[src/hw/mcrb_regs.svh]
// register offsets, field positions and nonvolatile image values of the config bank
`ifndef MCRB_REGS_SVH
`define MCRB_REGS_SVH

`define MCRB_FACTORY_LAST        8'h05
`define MCRB_USER_WORD6          8'h06
`define MCRB_USER_WORD7          8'h07
`define MCRB_FACTORY_LOCK31      8'h1f
`define MCRB_SHADOW_OFFSET       8'h40
`define MCRB_FIRST_SHADOWED_NV   8'h08
`define MCRB_SPEED_INPUT_CONFIG  8'h48
`define MCRB_STARTUP_ACCEL       8'h49
`define MCRB_CURRENT_CONFIG      8'h4a
`define MCRB_STARTUP_PROTECT     8'h4b
`define MCRB_TUNING_OBSERVER     8'h4c
`define MCRB_SHADOW_COUNT        5

`define MCRB_WIDE_MASK           17'h1ffff
`define MCRB_WORD_MASK           17'h0ffff

`define MCRB_BAND_BIT            15
`define MCRB_PHASE_BIT           14
`define MCRB_ACCEL_RANGE_BIT     13
`define MCRB_DEMAND_CLK_HI       12
`define MCRB_DEMAND_CLK_LO       11
`define MCRB_MAX_SPEED_HI        10
`define MCRB_START_CUR_HI        15
`define MCRB_START_CUR_LO        13
`define MCRB_ANALOG_BIT          11
`define MCRB_RATED_CUR_HI        10
`define MCRB_METHOD_HI           11
`define MCRB_METHOD_LO           10
`define MCRB_LIMIT_BIT           7
`define MCRB_GUARD_BIT           4
`define MCRB_OPEN_DRIVE_BIT      3
`define MCRB_TUNE_BIT            16
`define MCRB_GAIN_HI             4

`define MCRB_NV0_RST             17'h00000
`define MCRB_NV1_RST             17'h00000
`define MCRB_NV2_RST             17'h00000
`define MCRB_NV3_RST             17'h00000
`define MCRB_NV4_RST             17'h00000
`define MCRB_NV5_RST             17'h00000
`define MCRB_NV6_RST             17'h00000
`define MCRB_NV7_RST             17'h00000
`define MCRB_NV8_RST             17'h00000
`define MCRB_NV9_RST             17'h00000
`define MCRB_NV10_RST            17'h02000
`define MCRB_NV11_RST            17'h00080
`define MCRB_NV12_RST            17'h00000

`endif

[src/hw/mcrb_pkg.sv]
// types shared by the motor config register bank
package mcrb_pkg;

   typedef enum logic [3:0] {
      ST_IDLE,
      ST_ADDR,
      ST_ADDR_ACK,
      ST_REG,
      ST_REG_ACK,
      ST_WR,
      ST_WR_ACK,
      ST_RD_BIT,
      ST_RD_ACK,
      ST_RD_NEXT
   } mcrb_state_e;

   typedef struct packed {
      logic        pulse_input_band_sel;
      logic        phase_seq_abc;
      logic        accel_fine_range;
      logic [1:0]  demand_clock_source;
      logic [10:0] max_app_speed;
      logic [15:0] startup_accel;
      logic [2:0]  startup_current;
      logic        demand_input_kind;
      logic [10:0] rated_current;
      logic [1:0]  startup_method;
      logic        limit_and_buffer_enable;
      logic        missing_phase_guard;
      logic        open_loop_drive;
      logic        tuning_window_open;
      logic [4:0]  observer_prop_gain;
   } mcrb_cfg_s;

endpackage

[src/hw/mcrb_top.sv]
// motor config register bank: two-wire serial target with shadow configuration words
//
// Overview of operation
// - acked last byte makes the next register's top byte follow at once.
// - burst read keeps stepping to higher addresses until the host nacks.
// - each shadow register sits at its nonvolatile word address plus 64.
// - words 0 to 5 and 31 are locked; writes to them are dropped.
// - words 6 and 7 are free user storage with no shadow copy.
// - register 72 bit 15 picks the input pulse frequency band.
// - register 72 bit 14 sets the phase sequence.
// - register 72 bit 13 scales the startup acceleration range.
// - register 72 bits 12:11 select the digital demand source.
// - register 72 bits 10:0 hold the maximum application speed.
// - register 74 bits 15:13 set the startup current limit in eighths.
// - register 74 bit 11 picks analog or digital demand input.
// - register 74 bits 10:0 hold the rated current.
// - register 75 bits 11:10 select the startup method.
// - register 75 bit 7 enables current limit and slew buffers.
// - register 75 bit 4 enables missing phase protection.
// - register 75 bit 3 forces open loop drive at rated speed.
// - register 76 bit 16 opens the inductance tuning window.
// - register 76 bits 4:0 hold the observer proportional gain.
// - write is address, register byte, three data bytes top first, stop.
// - shadows load from the nonvolatile image at power up; writes are volatile.
// - the target answers one fixed seven bit bus address.
`timescale 1ns/100ps
`default_nettype none
`include "mcrb_regs.svh"

module mcrb_top #(
   // value is arbitrary
   parameter logic [6:0] DEV_ADDR = 7'h2a
) (
   input  wire logic                clk_in,
   input  wire logic                rstn_in,
   input  wire logic                scl_in,
   input  wire logic                sda_in,
   output var  logic                sda_out,
   output var  logic                sda_oe_out,
   output var  logic                loaded_out,
   output var  mcrb_pkg::mcrb_cfg_s cfg_out
);
   import mcrb_pkg::*;

   // pin synchronisers: stage 0 feeds stage 1 only, stage 2 is the previous sample
   logic [2:0] scl_sync_ff;
   logic [2:0] sda_sync_ff;
   logic [2:0] nxt_scl_sync;
   logic [2:0] nxt_sda_sync;
   logic       scl_s;
   logic       sda_s;
   logic       scl_rise;
   logic       scl_fall;
   logic       start_seen;
   logic       stop_seen;

   always_comb begin
      nxt_scl_sync = {scl_sync_ff[1:0], scl_in};
      nxt_sda_sync = {sda_sync_ff[1:0], sda_in};
   end

   always_ff @(posedge clk_in or negedge rstn_in) begin
      if (!rstn_in) begin
         scl_sync_ff <= 3'h7;
         sda_sync_ff <= 3'h7;
      end else begin
         scl_sync_ff <= nxt_scl_sync;
         sda_sync_ff <= nxt_sda_sync;
      end
   end

   assign scl_s      = scl_sync_ff[1];
   assign sda_s      = sda_sync_ff[1];
   assign scl_rise   = scl_s & ~scl_sync_ff[2];
   assign scl_fall   = ~scl_s & scl_sync_ff[2];
   assign start_seen = scl_s & scl_sync_ff[2] & sda_sync_ff[2] & ~sda_s;
   assign stop_seen  = scl_s & scl_sync_ff[2] & ~sda_sync_ff[2] & sda_s;

   // protocol and storage state
   mcrb_state_e state_ff;
   mcrb_state_e nxt_state;
   logic [3:0]  bit_cnt_ff;
   logic [3:0]  nxt_bit_cnt;
   logic [7:0]  shift_ff;
   logic [7:0]  nxt_shift;
   logic [1:0]  byte_idx_ff;
   logic [1:0]  nxt_byte_idx;
   logic [7:0]  ptr_ff;
   logic [7:0]  nxt_ptr;
   logic        rw_ff;
   logic        nxt_rw;
   logic [15:0] wdata_ff;
   logic [15:0] nxt_wdata;
   logic [23:0] out_word_ff;
   logic [23:0] nxt_out_word;
   logic        drive_low_ff;
   logic        nxt_drive_low;
   logic        loaded_ff;
   logic        nxt_loaded;
   logic [16:0] shadow_ff [0:`MCRB_SHADOW_COUNT-1];
   logic [16:0] nxt_shadow [0:`MCRB_SHADOW_COUNT-1];
   logic [15:0] user_ff [0:1];
   logic [15:0] nxt_user [0:1];
   logic [23:0] cur_word;
   logic [23:0] next_word;
   logic [7:0]  ptr_inc;
   logic [23:0] wr_word;

   // nonvolatile image; factory words never change, so they need no storage
   function automatic logic [16:0] nv_image(input logic [3:0] idx);
      case (idx)
         4'h0:    nv_image = `MCRB_NV0_RST;
         4'h1:    nv_image = `MCRB_NV1_RST;
         4'h2:    nv_image = `MCRB_NV2_RST;
         4'h3:    nv_image = `MCRB_NV3_RST;
         4'h4:    nv_image = `MCRB_NV4_RST;
         4'h5:    nv_image = `MCRB_NV5_RST;
         4'h6:    nv_image = `MCRB_NV6_RST;
         4'h7:    nv_image = `MCRB_NV7_RST;
         4'h8:    nv_image = `MCRB_NV8_RST;
         4'h9:    nv_image = `MCRB_NV9_RST;
         4'ha:    nv_image = `MCRB_NV10_RST;
         4'hb:    nv_image = `MCRB_NV11_RST;
         4'hc:    nv_image = `MCRB_NV12_RST;
         default: nv_image = 17'h00000;
      endcase
   endfunction

   function automatic logic is_shadow(input logic [7:0] a);
      is_shadow = (a >= `MCRB_SPEED_INPUT_CONFIG) && (a <= `MCRB_TUNING_OBSERVER);
   endfunction

   function automatic logic [2:0] shadow_idx(input logic [7:0] a);
      logic [7:0] d;
      d = a - `MCRB_SPEED_INPUT_CONFIG;
      shadow_idx = d[2:0];
   endfunction

   function automatic logic [16:0] width_mask(input logic [7:0] a);
      width_mask = (a == `MCRB_TUNING_OBSERVER) ? `MCRB_WIDE_MASK : `MCRB_WORD_MASK;
   endfunction

   function automatic logic is_factory(input logic [7:0] a);
      is_factory = (a <= `MCRB_FACTORY_LAST) || (a == `MCRB_FACTORY_LOCK31);
   endfunction

   // unmapped addresses, including 64 to 71 which have no shadow, read as zero
   function automatic logic [23:0] rd_word(input logic [7:0] a);
      rd_word = 24'h000000;
      if (a <= `MCRB_FACTORY_LAST)
         rd_word = {7'h00, nv_image(a[3:0])};
      else if (a == `MCRB_USER_WORD6 || a == `MCRB_USER_WORD7)
         rd_word = {8'h00, user_ff[a[0]]};
      else if (is_shadow(a))
         rd_word = {7'h00, shadow_ff[shadow_idx(a)] & width_mask(a)};
   endfunction

   function automatic logic [7:0] pick_byte(input logic [23:0] w, input logic [1:0] i);
      case (i)
         2'd0:    pick_byte = w[23:16];
         2'd1:    pick_byte = w[15:8];
         default: pick_byte = w[7:0];
      endcase
   endfunction

   // a process, not assigns: the read functions look at storage that is not an argument
   always_comb begin
      ptr_inc   = ptr_ff + 8'h01;
      cur_word  = rd_word(ptr_ff);
      next_word = rd_word(ptr_inc);
   end
   assign wr_word   = {wdata_ff, shift_ff};

   always_comb begin
      nxt_state     = state_ff;
      nxt_bit_cnt   = bit_cnt_ff;
      nxt_shift     = shift_ff;
      nxt_byte_idx  = byte_idx_ff;
      nxt_ptr       = ptr_ff;
      nxt_rw        = rw_ff;
      nxt_wdata     = wdata_ff;
      nxt_out_word  = out_word_ff;
      nxt_drive_low = drive_low_ff;
      nxt_loaded    = 1'b1;
      for (int i = 0; i < `MCRB_SHADOW_COUNT; i++) begin
         nxt_shadow[i] = shadow_ff[i];
         if (!loaded_ff)
            nxt_shadow[i] = nv_image(4'(i + 8));
      end
      nxt_user[0] = user_ff[0];
      nxt_user[1] = user_ff[1];

      if (!loaded_ff) begin
         nxt_state     = ST_IDLE;
      end else if (stop_seen) begin
         nxt_state     = ST_IDLE;
         nxt_drive_low = 1'b0;
      end else if (start_seen) begin
         nxt_state     = ST_ADDR;
         nxt_bit_cnt   = 4'h0;
         nxt_drive_low = 1'b0;
      end else begin
         case (state_ff)
            ST_ADDR, ST_REG, ST_WR: begin
               if (scl_rise) begin
                  nxt_shift   = {shift_ff[6:0], sda_s};
                  nxt_bit_cnt = bit_cnt_ff + 4'h1;
               end else if (scl_fall && bit_cnt_ff == 4'h8) begin
                  nxt_bit_cnt   = 4'h0;
                  nxt_drive_low = 1'b1;
                  if (state_ff == ST_ADDR) begin
                     if (shift_ff[7:1] == DEV_ADDR) begin
                        nxt_rw    = shift_ff[0];
                        nxt_state = ST_ADDR_ACK;
                     end else begin
                        nxt_drive_low = 1'b0;
                        nxt_state     = ST_IDLE;
                     end
                  end else if (state_ff == ST_REG) begin
                     nxt_ptr      = shift_ff;
                     nxt_byte_idx = 2'd0;
                     nxt_state    = ST_REG_ACK;
                  end else if (byte_idx_ff == 2'd3) begin
                     // a fourth data byte is refused
                     nxt_drive_low = 1'b0;
                     nxt_state     = ST_IDLE;
                  end else begin
                     nxt_wdata    = {wdata_ff[7:0], shift_ff};
                     nxt_byte_idx = byte_idx_ff + 2'd1;
                     nxt_state    = ST_WR_ACK;
                     if (byte_idx_ff == 2'd2) begin
                        // third byte completes the word; takes effect at once
                        if (is_shadow(ptr_ff))
                           nxt_shadow[shadow_idx(ptr_ff)] =
                              wr_word[16:0] & width_mask(ptr_ff);
                        else if (ptr_ff == `MCRB_USER_WORD6 || ptr_ff == `MCRB_USER_WORD7)
                           nxt_user[ptr_ff[0]] = wr_word[15:0];
                        else if (is_factory(ptr_ff))
                           nxt_state = ST_WR_ACK;
                     end
                  end
               end
            end
            ST_ADDR_ACK: begin
               if (scl_fall) begin
                  if (rw_ff) begin
                     nxt_byte_idx  = 2'd0;
                     nxt_out_word  = cur_word;
                     nxt_shift     = cur_word[23:16];
                     nxt_drive_low = ~cur_word[23];
                     nxt_bit_cnt   = 4'h1;
                     nxt_state     = ST_RD_BIT;
                  end else begin
                     nxt_drive_low = 1'b0;
                     nxt_state     = ST_REG;
                  end
               end
            end
            ST_REG_ACK, ST_WR_ACK: begin
               if (scl_fall) begin
                  nxt_drive_low = 1'b0;
                  nxt_state     = ST_WR;
               end
            end
            ST_RD_BIT: begin
               if (scl_fall) begin
                  if (bit_cnt_ff == 4'h8) begin
                     nxt_drive_low = 1'b0;
                     nxt_bit_cnt   = 4'h0;
                     nxt_state     = ST_RD_ACK;
                  end else begin
                     nxt_drive_low = ~shift_ff[6];
                     nxt_shift     = {shift_ff[6:0], 1'b0};
                     nxt_bit_cnt   = bit_cnt_ff + 4'h1;
                  end
               end
            end
            ST_RD_ACK: begin
               // host answers on the ninth clock; a nack ends the burst
               if (scl_rise)
                  nxt_state = sda_s ? ST_IDLE : ST_RD_NEXT;
            end
            ST_RD_NEXT: begin
               if (scl_fall) begin
                  nxt_bit_cnt = 4'h1;
                  nxt_state   = ST_RD_BIT;
                  if (byte_idx_ff == 2'd2) begin
                     // next word is sampled when its first byte leaves
                     nxt_ptr       = ptr_inc;
                     nxt_byte_idx  = 2'd0;
                     nxt_out_word  = next_word;
                     nxt_shift     = next_word[23:16];
                     nxt_drive_low = ~next_word[23];
                  end else begin
                     nxt_byte_idx  = byte_idx_ff + 2'd1;
                     nxt_shift     = pick_byte(out_word_ff, byte_idx_ff + 2'd1);
                     nxt_drive_low = ~nxt_shift[7];
                  end
               end
            end
            default: begin
               nxt_state = ST_IDLE;
            end
         endcase
      end
   end

   always_ff @(posedge clk_in or negedge rstn_in) begin
      if (!rstn_in) begin
         state_ff     <= ST_IDLE;
         bit_cnt_ff   <= 4'h0;
         shift_ff     <= 8'h00;
         byte_idx_ff  <= 2'd0;
         ptr_ff       <= 8'h00;
         rw_ff        <= 1'b0;
         wdata_ff     <= 16'h0000;
         out_word_ff  <= 24'h000000;
         drive_low_ff <= 1'b0;
         loaded_ff    <= 1'b0;
         for (int i = 0; i < `MCRB_SHADOW_COUNT; i++) begin
            shadow_ff[i] <= 17'h00000;
         end
         user_ff[0]   <= 16'(`MCRB_NV6_RST);
         user_ff[1]   <= 16'(`MCRB_NV7_RST);
      end else begin
         state_ff     <= nxt_state;
         bit_cnt_ff   <= nxt_bit_cnt;
         shift_ff     <= nxt_shift;
         byte_idx_ff  <= nxt_byte_idx;
         ptr_ff       <= nxt_ptr;
         rw_ff        <= nxt_rw;
         wdata_ff     <= nxt_wdata;
         out_word_ff  <= nxt_out_word;
         drive_low_ff <= nxt_drive_low;
         loaded_ff    <= nxt_loaded;
         for (int i = 0; i < `MCRB_SHADOW_COUNT; i++) begin
            shadow_ff[i] <= nxt_shadow[i];
         end
         user_ff[0]   <= nxt_user[0];
         user_ff[1]   <= nxt_user[1];
      end
   end

   // open drain: the line is only ever pulled low
   assign sda_out    = 1'b0;
   assign sda_oe_out = drive_low_ff;
   assign loaded_out = loaded_ff;

   // field decode straight off the shadow flip-flops
   always_comb begin
      cfg_out.pulse_input_band_sel    = shadow_ff[0][`MCRB_BAND_BIT];
      cfg_out.phase_seq_abc           = shadow_ff[0][`MCRB_PHASE_BIT];
      cfg_out.accel_fine_range        = shadow_ff[0][`MCRB_ACCEL_RANGE_BIT];
      cfg_out.demand_clock_source     =
         shadow_ff[0][`MCRB_DEMAND_CLK_HI:`MCRB_DEMAND_CLK_LO];
      cfg_out.max_app_speed           = shadow_ff[0][`MCRB_MAX_SPEED_HI:0];
      cfg_out.startup_accel           = shadow_ff[1][15:0];
      cfg_out.startup_current         =
         shadow_ff[2][`MCRB_START_CUR_HI:`MCRB_START_CUR_LO];
      cfg_out.demand_input_kind       = shadow_ff[2][`MCRB_ANALOG_BIT];
      cfg_out.rated_current           = shadow_ff[2][`MCRB_RATED_CUR_HI:0];
      cfg_out.startup_method          =
         shadow_ff[3][`MCRB_METHOD_HI:`MCRB_METHOD_LO];
      cfg_out.limit_and_buffer_enable = shadow_ff[3][`MCRB_LIMIT_BIT];
      cfg_out.missing_phase_guard     = shadow_ff[3][`MCRB_GUARD_BIT];
      cfg_out.open_loop_drive         = shadow_ff[3][`MCRB_OPEN_DRIVE_BIT];
      cfg_out.tuning_window_open      = shadow_ff[4][`MCRB_TUNE_BIT];
      cfg_out.observer_prop_gain      = shadow_ff[4][`MCRB_GAIN_HI:0];
   end

endmodule

`default_nettype wire

[config.mk]
export PLATFORM = sky130hd
export DESIGN_NAME = mcrb_top
export DESIGN_NICKNAME = d
export VERILOG_FILES = /design/src/hw/mcrb_pkg.sv /design/src/hw/mcrb_top.sv
export VERILOG_INCLUDE_DIRS = /design/src /design/src/hw
export SDC_FILE = /design/constraint.sdc
export NUM_CORES = 1
export LEC_CHECK = 0
export BUFFER_PORTS_ARGS = -buffer_cell sky130_fd_sc_hd__buf_2
export CAP_MARGIN = 0
export CORE_MARGIN = 2
export CORE_UTILIZATION = 35
export DETAILED_ROUTE_END_ITERATION = 8
export GPL_TIMING_DRIVEN = 0
export PLACE_DENSITY = 0.52
export SKIP_LAST_GASP = 1
export SLEW_MARGIN = 20
export SYNTH_ARGS = -nofsm -noshare
export SYNTH_HDL_FRONTEND = slang
export SYNTH_SLANG_ARGS = --single-unit
export TNS_END_PERCENT = 100
[constraint.sdc]
create_clock -name clk_in -period 6.7 [get_ports clk_in]
set_input_delay 0 -clock clk_in [delete_from_list [all_inputs] [get_ports clk_in]]
set_output_delay 0 -clock clk_in [all_outputs]
set_load 0.1 [all_outputs]
# Word-level counts from Yosys, hierarchy flattened
# Memory sizes are Yosys's and may differ from the RTL's.
# Index checks and enable logic that the tools add are counted.
# Widths: inputs -> output; s select.
[op_classes]
mux = 122
n_bitwise = 29
magnitude_cmp = 12
eq_ne = 51
n_addsub = 5
n_reduce_logical = 26
[op_table]
columns = ["op", "n"]
rows = [
  ["$mux 85", 11],
  ["$mux 17", 17],
  ["$mux 8", 19],
  ["$mux 24", 5],
  ["$mux 16", 7],
  ["$bmux 17 s3", 2],
  ["$bwmux 85", 1],
  ["$mux 4", 21],
  ["$and 17x17->17", 3],
  ["$demux 17 s3", 1],
  ["$pmux 24 s2", 1],
  ["$ne 5x5->1 const B", 8],
  ["$reduce_and 8->1", 5],
  ["$bwmux 32", 1],
  ["$eq 8x3->1 const B", 4],
  ["$pmux 8 s2", 2],
  ["$pmux 8 s4", 1],
  ["$ne 4x4->1 const B", 7],
  ["$pmux 4 s6", 1],
  ["$ne 2x2->1 const B", 11],
  ["$mux 2", 10],
  ["$reduce_and 10->1", 2],
  ["$demux 16 s1", 1],
  ["$eq 4x3->1 const B", 4],
  ["other kinds (42)", 100],
]
[totals]
output_inout_bits = 61
word_cells = 266
n_memories = 2
inputBits = 4
rom_bits = 64
register_bits = 185
[mem_list]
columns = ["memory", "depth", "width", "read_ports", "rd_clocked_by_memory_dff", "write_ports", "line_no", "source"]
rows = [
  ["(no name shown)", 16, 2, 1, 0, 0, "mcrb_top.sv:111", "case (idx)"],
  ["(no name shown)", 16, 2, 1, 0, 0, "mcrb_top.sv:111", ""],
]

# Longest topological paths before layout
# Gate-level depths: netlist of the first run.
[depth]
depth_word = 18
ltp_mapped = 12
depth_no_buf = 8

# Worst setup path after synthesis of the first run
# No wires, ideal clock.
[synth_timing]
kind = "reg-to-reg"
from = "register ptr_ff[0]"
to = "register shadow_ff, in the netlist cfg_out[40]"
setup_slack_ps = 3667
path_stages_with_launch = 11
path_buffers = 3
required_time_ps = 6574
period_less_slack_ps = 3033
arrival_ps = 2907
setup_time_ps = 126
path_cell_list = "dfrtp_1 > buf_4 > inv_1 > clkbuf_1 > ha_1 > nand2b_1 > nand4_1 > nor4_4 > nand2_2 > buf_2 > o311a_1"
[synth_rtl]
columns = ["item", "line_no", "source"]
rows = [
  ["start, declared", "mcrb_top.sv:88", "logic [7:0] ptr_ff;"],
  ["start signal, assigned", "mcrb_top.sv:330", "ptr_ff <= nxt_ptr;"],
  ["end signal, assigned by index", "mcrb_top.sv:337", "shadow_ff[i] <= nxt_shadow[i];"],
  ["end, declared", "mcrb_top.sv:100", "logic [16:0] shadow_ff [0:`MCRB_SHADOW_COUNT-1];"],
]

# Final worst setup path of the first run
[layout_timing]
from = "register ptr_ff[0]"
to = "register out_word_ff[15]"
[layout_between]
elab_chain_cells = 13
word_cells_on_any_way = 46
cone_classes = "3 x add/sub; 6 x order compare; 4 x eq/ne; 23 x mux; 6 x bitwise; 4 x reduce/logical"
[layout_rtl]
columns = ["item", "line_no", "source"]
rows = [
  ["$add 8x1->8", "mcrb_top.sv:168", "ptr_inc = ptr_ff + 8'h01;"],
  ["$sub 3x1->3 (no source line)", "n/a", ""],
  ["$not 3->4 (not written as such)", "mcrb_top.sv:155", "rd_word = {7'h00, shadow_ff[shadow_idx(a)] & width_mask(a)};"],
  ["$bmux 17 s3", "mcrb_top.sv:155", ""],
  ["$mux 17 (not written as such) (2 in a row)", "mcrb_top.sv:155", ""],
  ["$and 17x17->17", "mcrb_top.sv:155", ""],
  ["$mux 17", "mcrb_top.sv:154", "else if (is_shadow(a))"],
  ["$mux 17", "mcrb_top.sv:152", "else if (a == `MCRB_USER_WORD6 || a == `MCRB_USER_WORD7)"],
  ["$mux 17", "mcrb_top.sv:150", "if (a <= `MCRB_FACTORY_LAST)"],
  ["$mux 24", "mcrb_top.sv:287", "if (byte_idx_ff == 2'd2) begin"],
  ["$mux 24", "mcrb_top.sv:284", "if (scl_fall) begin"],
  ["$pmux 24 s2 (*)", "mcrb_top.sv:203", "case (state_ff)"],
  ["end signal, assigned", "mcrb_top.sv:333", "out_word_ff <= nxt_out_word;"],
  ["end, declared", "mcrb_top.sv:94", "logic [23:0] out_word_ff;"],
]
# Every way passes the cells marked *; elsewhere a longest branch is shown, timed or not. The select of a mux whose other input is x is not followed.
# A chain may end at the register's enable or synchronous reset.

==> flow_summary.toml, run 1 <==
[global_routing]
use_met3 = 0.0504
grt.total_usage = 0.260
overflow = 0
grt_max_degree = 84
grt_pass1_wl_um = 63200
top_usage_layer = "met2"
grt_antenna_before_repair = 0
gr-usage-met2 = 0.381
grt_pass1_vias = 9390
gr-usage-met1 = 0.368

[final_layout]
final_common_cell = "dfrtp_1"
antennaDiodeCount = 0
utilization = 0.406
syn_to_final_growth_pct = 14.2
multiInputGateArea_mm2 = 0.00558
nFillCells = 3131
final_cell_mix = "dfrtp_1 (169), nand2_1 (142), buf_2 (80), a21oi_1 (77), mux2i_1 (69)"
drive_gt1_frac = 0.209
finalNetCount = 1266
finalInstanceArea_mm2 = 0.0124
register_area_mm2 = 0.00439

[cts]
clkLatencyLatePin_ps = 460
cts.sinks = 175
cts_buffers = 17
cts_resized = 0
clk_path_buf_depth = 2
root_buffer = "clkbuf_16"
cts_tree = "built"
clk_pin_slew_worst_paths_ps = 80
htree_levels = 4

[synthesis]
yosysTopAreaCellShare = 0.390
syn_inst = 1158
synth_edf_count = 0
ys.flop_type = "dfrtp_1"
synthesis.area_mm2 = 0.0108
postSynthAreaPerCell_um2 = 9.36
async_flop_share = 1.00
synth_nets = 1176
synth.distinct_cells = 80
yosys_warnings = 0
yosysSeqAreaShare = 0.405
synthTopCellsByArea = "dfrtp_1 (39%), mux2i_1 (6.4%), nand2_1 (4.9%)"
ys_ff_latch = 175
yosysTopAreaCell = "dfrtp_1"

[route]
antenna_left = 0
wl_per_cell_um = 25.3
via_per_inst = 5.83
drt-total-wl_um = 41900
drt_iter0_markers = 930
drt-pass1-iter-count = 6
drcViolationCount = 0
dr_total_vias = 9667

[power]
leakagePower_nw = 5.18
max-vdd-ir-drop_mv = 0.137
power_density_mw_per_mm2 = 179

[place]
postPlaceCellArea_mm2 = 0.0117
port_buffers = 63
globalplace.congestion = 0.948
dp.final_hpwl_um = 30600

[floorplan]
fp.dieW_um = 180
core-area_mm2 = 0.0305
dieArea_mm2 = 0.0324
initial_core_util = 0.355
rows = 64
boundaryPins = 65
die-height_um = 180

[timing]
drv_slew = 0
fmax_mhz = 228
rsz0062_at_grt = "no"
relSlewSlack = 0.264
fin_skew_ps = 13.4
setup_viol = 0
final.period_utilization = 0.655
finalHoldViolations = 0
period_needed_ps = 4390
fin_setup_tns_ps = 0
worst_pin_slew_ps = 1090

[worst_setup_path]
crit_path_end_kind = "flip-flop"
start_kind = "flip-flop"
crit_fanout = 12
crit_start = "ptr_ff[0]$_DFFE_PN0P_"
path_class = "reg2reg"
crit_arrival_ps = 4720
r2r_setup_slack_ps = 2310
required_ps = 7030
timing.rr.start = "ptr_ff[0]$_DFFE_PN0P_"

[min_path]
min_from = "scl_in"
hold_path.class = "in2reg"

[run_status]
status = "finished clean"

[job]
maxCapViolCount = 0
[power breakdown]
| group | switching [W] | internal [W] | total [W] |
|---|---|---|---|
| combinational | 0.0000677 | 0.0000258 | 0.0000935 |
| sequential | 0.00000998 | 0.00106 | 0.00107 |
| clock | 0.000519 | 0.000533 | 0.00105 |
[layer usage]
metal  vias up  routed length [um]
li1       4310                   -
met1      4817               18700
met2       448               17800
met3        92                3340
met4         0                2000
met5         -                   0
[layout make-up]
type,instances,area share
Tap cell,396,0.0400
Inverter,15,0.00455
Multi-Input combinational cell,818,0.451
Clock buffer,17,0.0344
Buffer,150,0.0668
Clock inverter,15,0.0135
Sequential cell,175,0.354
Timing Repair Buffer,71,0.0354
[registers in the layout, indices dropped and copies added (netlist names)]
name         flops
bit_cnt_ff       4
ptr_ff           8
wdata_ff         9
out_word_ff     17
byte_idx_ff      2
sda_oe_out       1
scl_sync_ff      3
state_ff         4
sda_sync_ff      3
cfg_out         58
shift_ff         8
rw_ff            1
loaded_out       1
shadow_ff       24
user_ff         32
[cells in the mapped netlist, drive strengths merged (6+ instances only)]
library cell    n
dfrtp         169
nand2         144
buf            87
a21oi          78
mux2i          69
clkbuf         63
nor2           61
o21ai          56
a21boi         42
mux2           39
a22oi          38
nor2b          33
nand3          29
o22ai          25
nor3           22
mux4           16
ha             14
inv            14
o22a           13
a31oi          12
nand2b         11
nor4            9
or3             9
and2            7
nand4           7
dfstp           6
[timing repair]
item,CTS,global route
setup buffers,0,0
endpoints found under the hold margin,175,0
hold buffers,5,0
[critical path: stages, from the launching register on]
cell	delay, ps
dfrtp_1	520
buf_4	270
inv_1	190
clkbuf_1	570
ha_1	240
clkbuf_1	580
clkbuf_1	650
mux4_2	430
a22oi_1	280
o22ai_1	120
a21oi_1	330
nor2_1	80
[cells by family (layout without fill, tap and decap cells)]
kind of cell | after synthesis | count (layout) | share of synthesized area
other | 2 | 2 | 0.000693
buffers and inverters | 165 | 268 | 0.0815
flip-flops | 175 | 175 | 0.405
AND/OR/NAND/NOR | 356 | 356 | 0.164
adder cells (fa/ha/maj) | 14 | 14 | 0.0162
multiplexers | 124 | 124 | 0.137
XOR/XNOR | 2 | 2 | 0.00162
AO/OA/AOI/OAI | 320 | 320 | 0.194
[final timing paths]
kind                                                to  depth (start not counted)
min                           scl_sync_ff[0]$_DFF_PN1_                          2
max in group asynchronous    bit_cnt_ff[3]$_DFFE_PN0P_                          4
min in group asynchronous       user_ff[6]$_DFFE_PN0P_                          3
max                        out_word_ff[15]$_DFFE_PN0P_                         11
max reg2reg                out_word_ff[15]$_DFFE_PN0P_                         11
min reg2reg                   sda_sync_ff[1]$_DFF_PN1_                          0
[per-stage QoR]
step	setup WS [ps]	power [W]	hold WS [ps]	std cells
after global routing	2250	0.00227	188	1657
after detailed placement	2420	0.00119	-118	1620
after global placement	2070	0.00118	107	1617
final	2310	0.00222	203	1657
after CTS	2410	0.00223	191	1657
after floorplan	3670	0.00113	-296	1158
No activity file was read; power rests on OpenSTA's default activity.
==> run 2, diff against run 1 <==
Clock period 6.7 ns to 4.2 ns, I/O delays scaled along.
==> run 2 against run 1 <==
Combinational power increased by 59%. Die area stayed put. Sequential power rose by 60%. Power grew 59%. First-iteration DRC count rose by 0.54%. Cell count is the same. Via count fell by 0.23%. Register-to-register slack worse by 2200 ps. Sequential share of layout area about the same. Design area is 0.11% higher. Critical endpoint unchanged.
==> flow_summary.toml, run 2 (synthesized netlist as in run 1, its figures left out) <==
[run_status]
status = "finished clean"

[global_routing]
grt.total_usage = 0.260
grt_antenna_before_repair = 0
grt_max_degree = 84
overflow = 0
grt_pass1_vias = 9393
grt_pass1_wl_um = 63200

[worst_setup_path]
crit_arrival_ps = 4400
crit_fanout = 10
rr_worst_depth = 10
crit_path_end_kind = "flip-flop"
start_kind = "flip-flop"
path_class = "reg2reg"
required_ps = 4530
r2r_setup_slack_ps = 130

[floorplan]
core-area_mm2 = 0.0305
fp.dieW_um = 180
boundaryPins = 65
die-height_um = 180
rows = 64
dieArea_mm2 = 0.0324
initial_core_util = 0.355

[timing]
fmax_mhz = 246
holdWs_ps = 201
worst_pin_slew_ps = 1060
drv_slew = 0
setup_viol = 0
period_needed_ps = 4070
finalHoldViolations = 0
fin_skew_ps = 13.9
final.period_utilization = 0.969
rsz0062_at_grt = "no"
relSlewSlack = 0.285

[place]
dp_cells = 1620
dp.final_hpwl_um = 30600
port_buffers = 63
globalplace.congestion = 0.948
postPlaceCellArea_mm2 = 0.0117

[route]
via_per_inst = 5.82
drt-pass1-iter-count = 7
drt_iter0_markers = 935
antenna_left = 0
dr_total_vias = 9645
drcViolationCount = 0
drt-total-wl_um = 41900
wl_per_cell_um = 25.3

[final_layout]
syn_to_final_growth_pct = 14.3
largest_reg_flops = 58
antennaDiodeCount = 0
finalInstanceArea_mm2 = 0.0124
nFillCells = 3131
register_area_mm2 = 0.00439
drive_gt1_frac = 0.211
final_common_cell = "dfrtp_1"
multiInputGateArea_mm2 = 0.00559
fin_cells = 1657
final_cell_mix = "dfrtp_1 (169), nand2_1 (142), buf_2 (80), a21oi_1 (77), mux2i_1 (69)"
finalNetCount = 1266

[cts]
cts_buffers = 17
clk_path_buf_depth = 2
cts.sinks = 175
cts_tree = "built"
clkLatencyLatePin_ps = 460
root_buffer = "clkbuf_16"
htree_levels = 4
cts_setup_buffers = 0
clk_pin_slew_worst_paths_ps = 80

[power]
p_total_w = 0.00354
max-vdd-ir-drop_mv = 0.218
power_density_mw_per_mm2 = 286
leakagePower_nw = 5.18

[min_path]
hold_depth = 2
hold_path.class = "in2reg"

[job]
maxCapViolCount = 0
[run 2: cell count changes in the layout (fill, tap and decap cells not counted)]
cell,change
clkbuf_1,-2
clkbuf_2,+2
nor3_1,-1
nor3_4,+1
[run 2: worst max-delay path, cell delays in order (launching register included)]
cell and delay [ps]:
dfrtp_1 550, clkbuf_1 440, inv_1 350, ha_1 370
clkbuf_1 590, clkbuf_2 450, mux4_2 380, a22oi_1 270
o22ai_1 120, a21oi_1 330, nor2_1 80
[run 2: path summary, 6_finish.rpt]
kind | startpoint | end
worst max-delay path | ptr_ff[1]$_DFFE_PN0P_ | out_word_ff[15]$_DFFE_PN0P_
min in group asynchronous | rstn_in | user_ff[6]$_DFFE_PN0P_
worst min register to register | sda_sync_ff[0]$_DFF_PN1_ | sda_sync_ff[1]$_DFF_PN1_
worst min-delay path | scl_in | scl_sync_ff[0]$_DFF_PN1_
max in group asynchronous | rstn_in | bit_cnt_ff[3]$_DFFE_PN0P_
worst max register to register | ptr_ff[1]$_DFFE_PN0P_ | out_word_ff[15]$_DFFE_PN0P_
[run 2: final cells by class]
type | instances | share of cell area
buffer | 150 | 0.0669
clock buffer | 17 | 0.0343
clock inverter | 15 | 0.0135
inverter | 15 | 0.00454
multi-input combinational | 818 | 0.451
sequential | 175 | 0.354
tap | 396 | 0.0400
timing repair buffer | 71 | 0.0353
[run 2: metal layers]
layer | up-vias | global-route usage | wire [um]
met5 | - | 0 | 0
met4 | 0 | 0.127 | 1900
met3 | 83 | 0.0504 | 3350
met2 | 448 | 0.381 | 17900
met1 | 4795 | 0.369 | 18700
li1 | 4319 | - | -
[run 2: where the power goes]
group	internal, W	switching [W]
Combinational	0.0000412	0.000108
Sequential	0.00170	0.0000159
Clock	0.000850	0.000827
[run 2: through the flow]
step | setup WS (ps) | TNS [ps] | utilization
2_1_floorplan | 1170 | 0 | -
5_1_grt | 12.6 | 0 | 0.406
4_1_cts | 30.3 | 0 | 0.406
6_report | 130 | 0 | 0.406
3_3_place_gp | -426 | -3280 | 0.382
3_5_place_dp | -84.8 | -84.8 | 0.385
[run 2: timing repair]
action | in CTS | in global routing
gates cloned | 0 | 0
hold buffers | 5 | 0
setup endpoints to repair | 2 | 69
gates resized for setup | 2 | 3
pin swaps | 0 | 1
endpoints found under the hold margin | 175 | 0
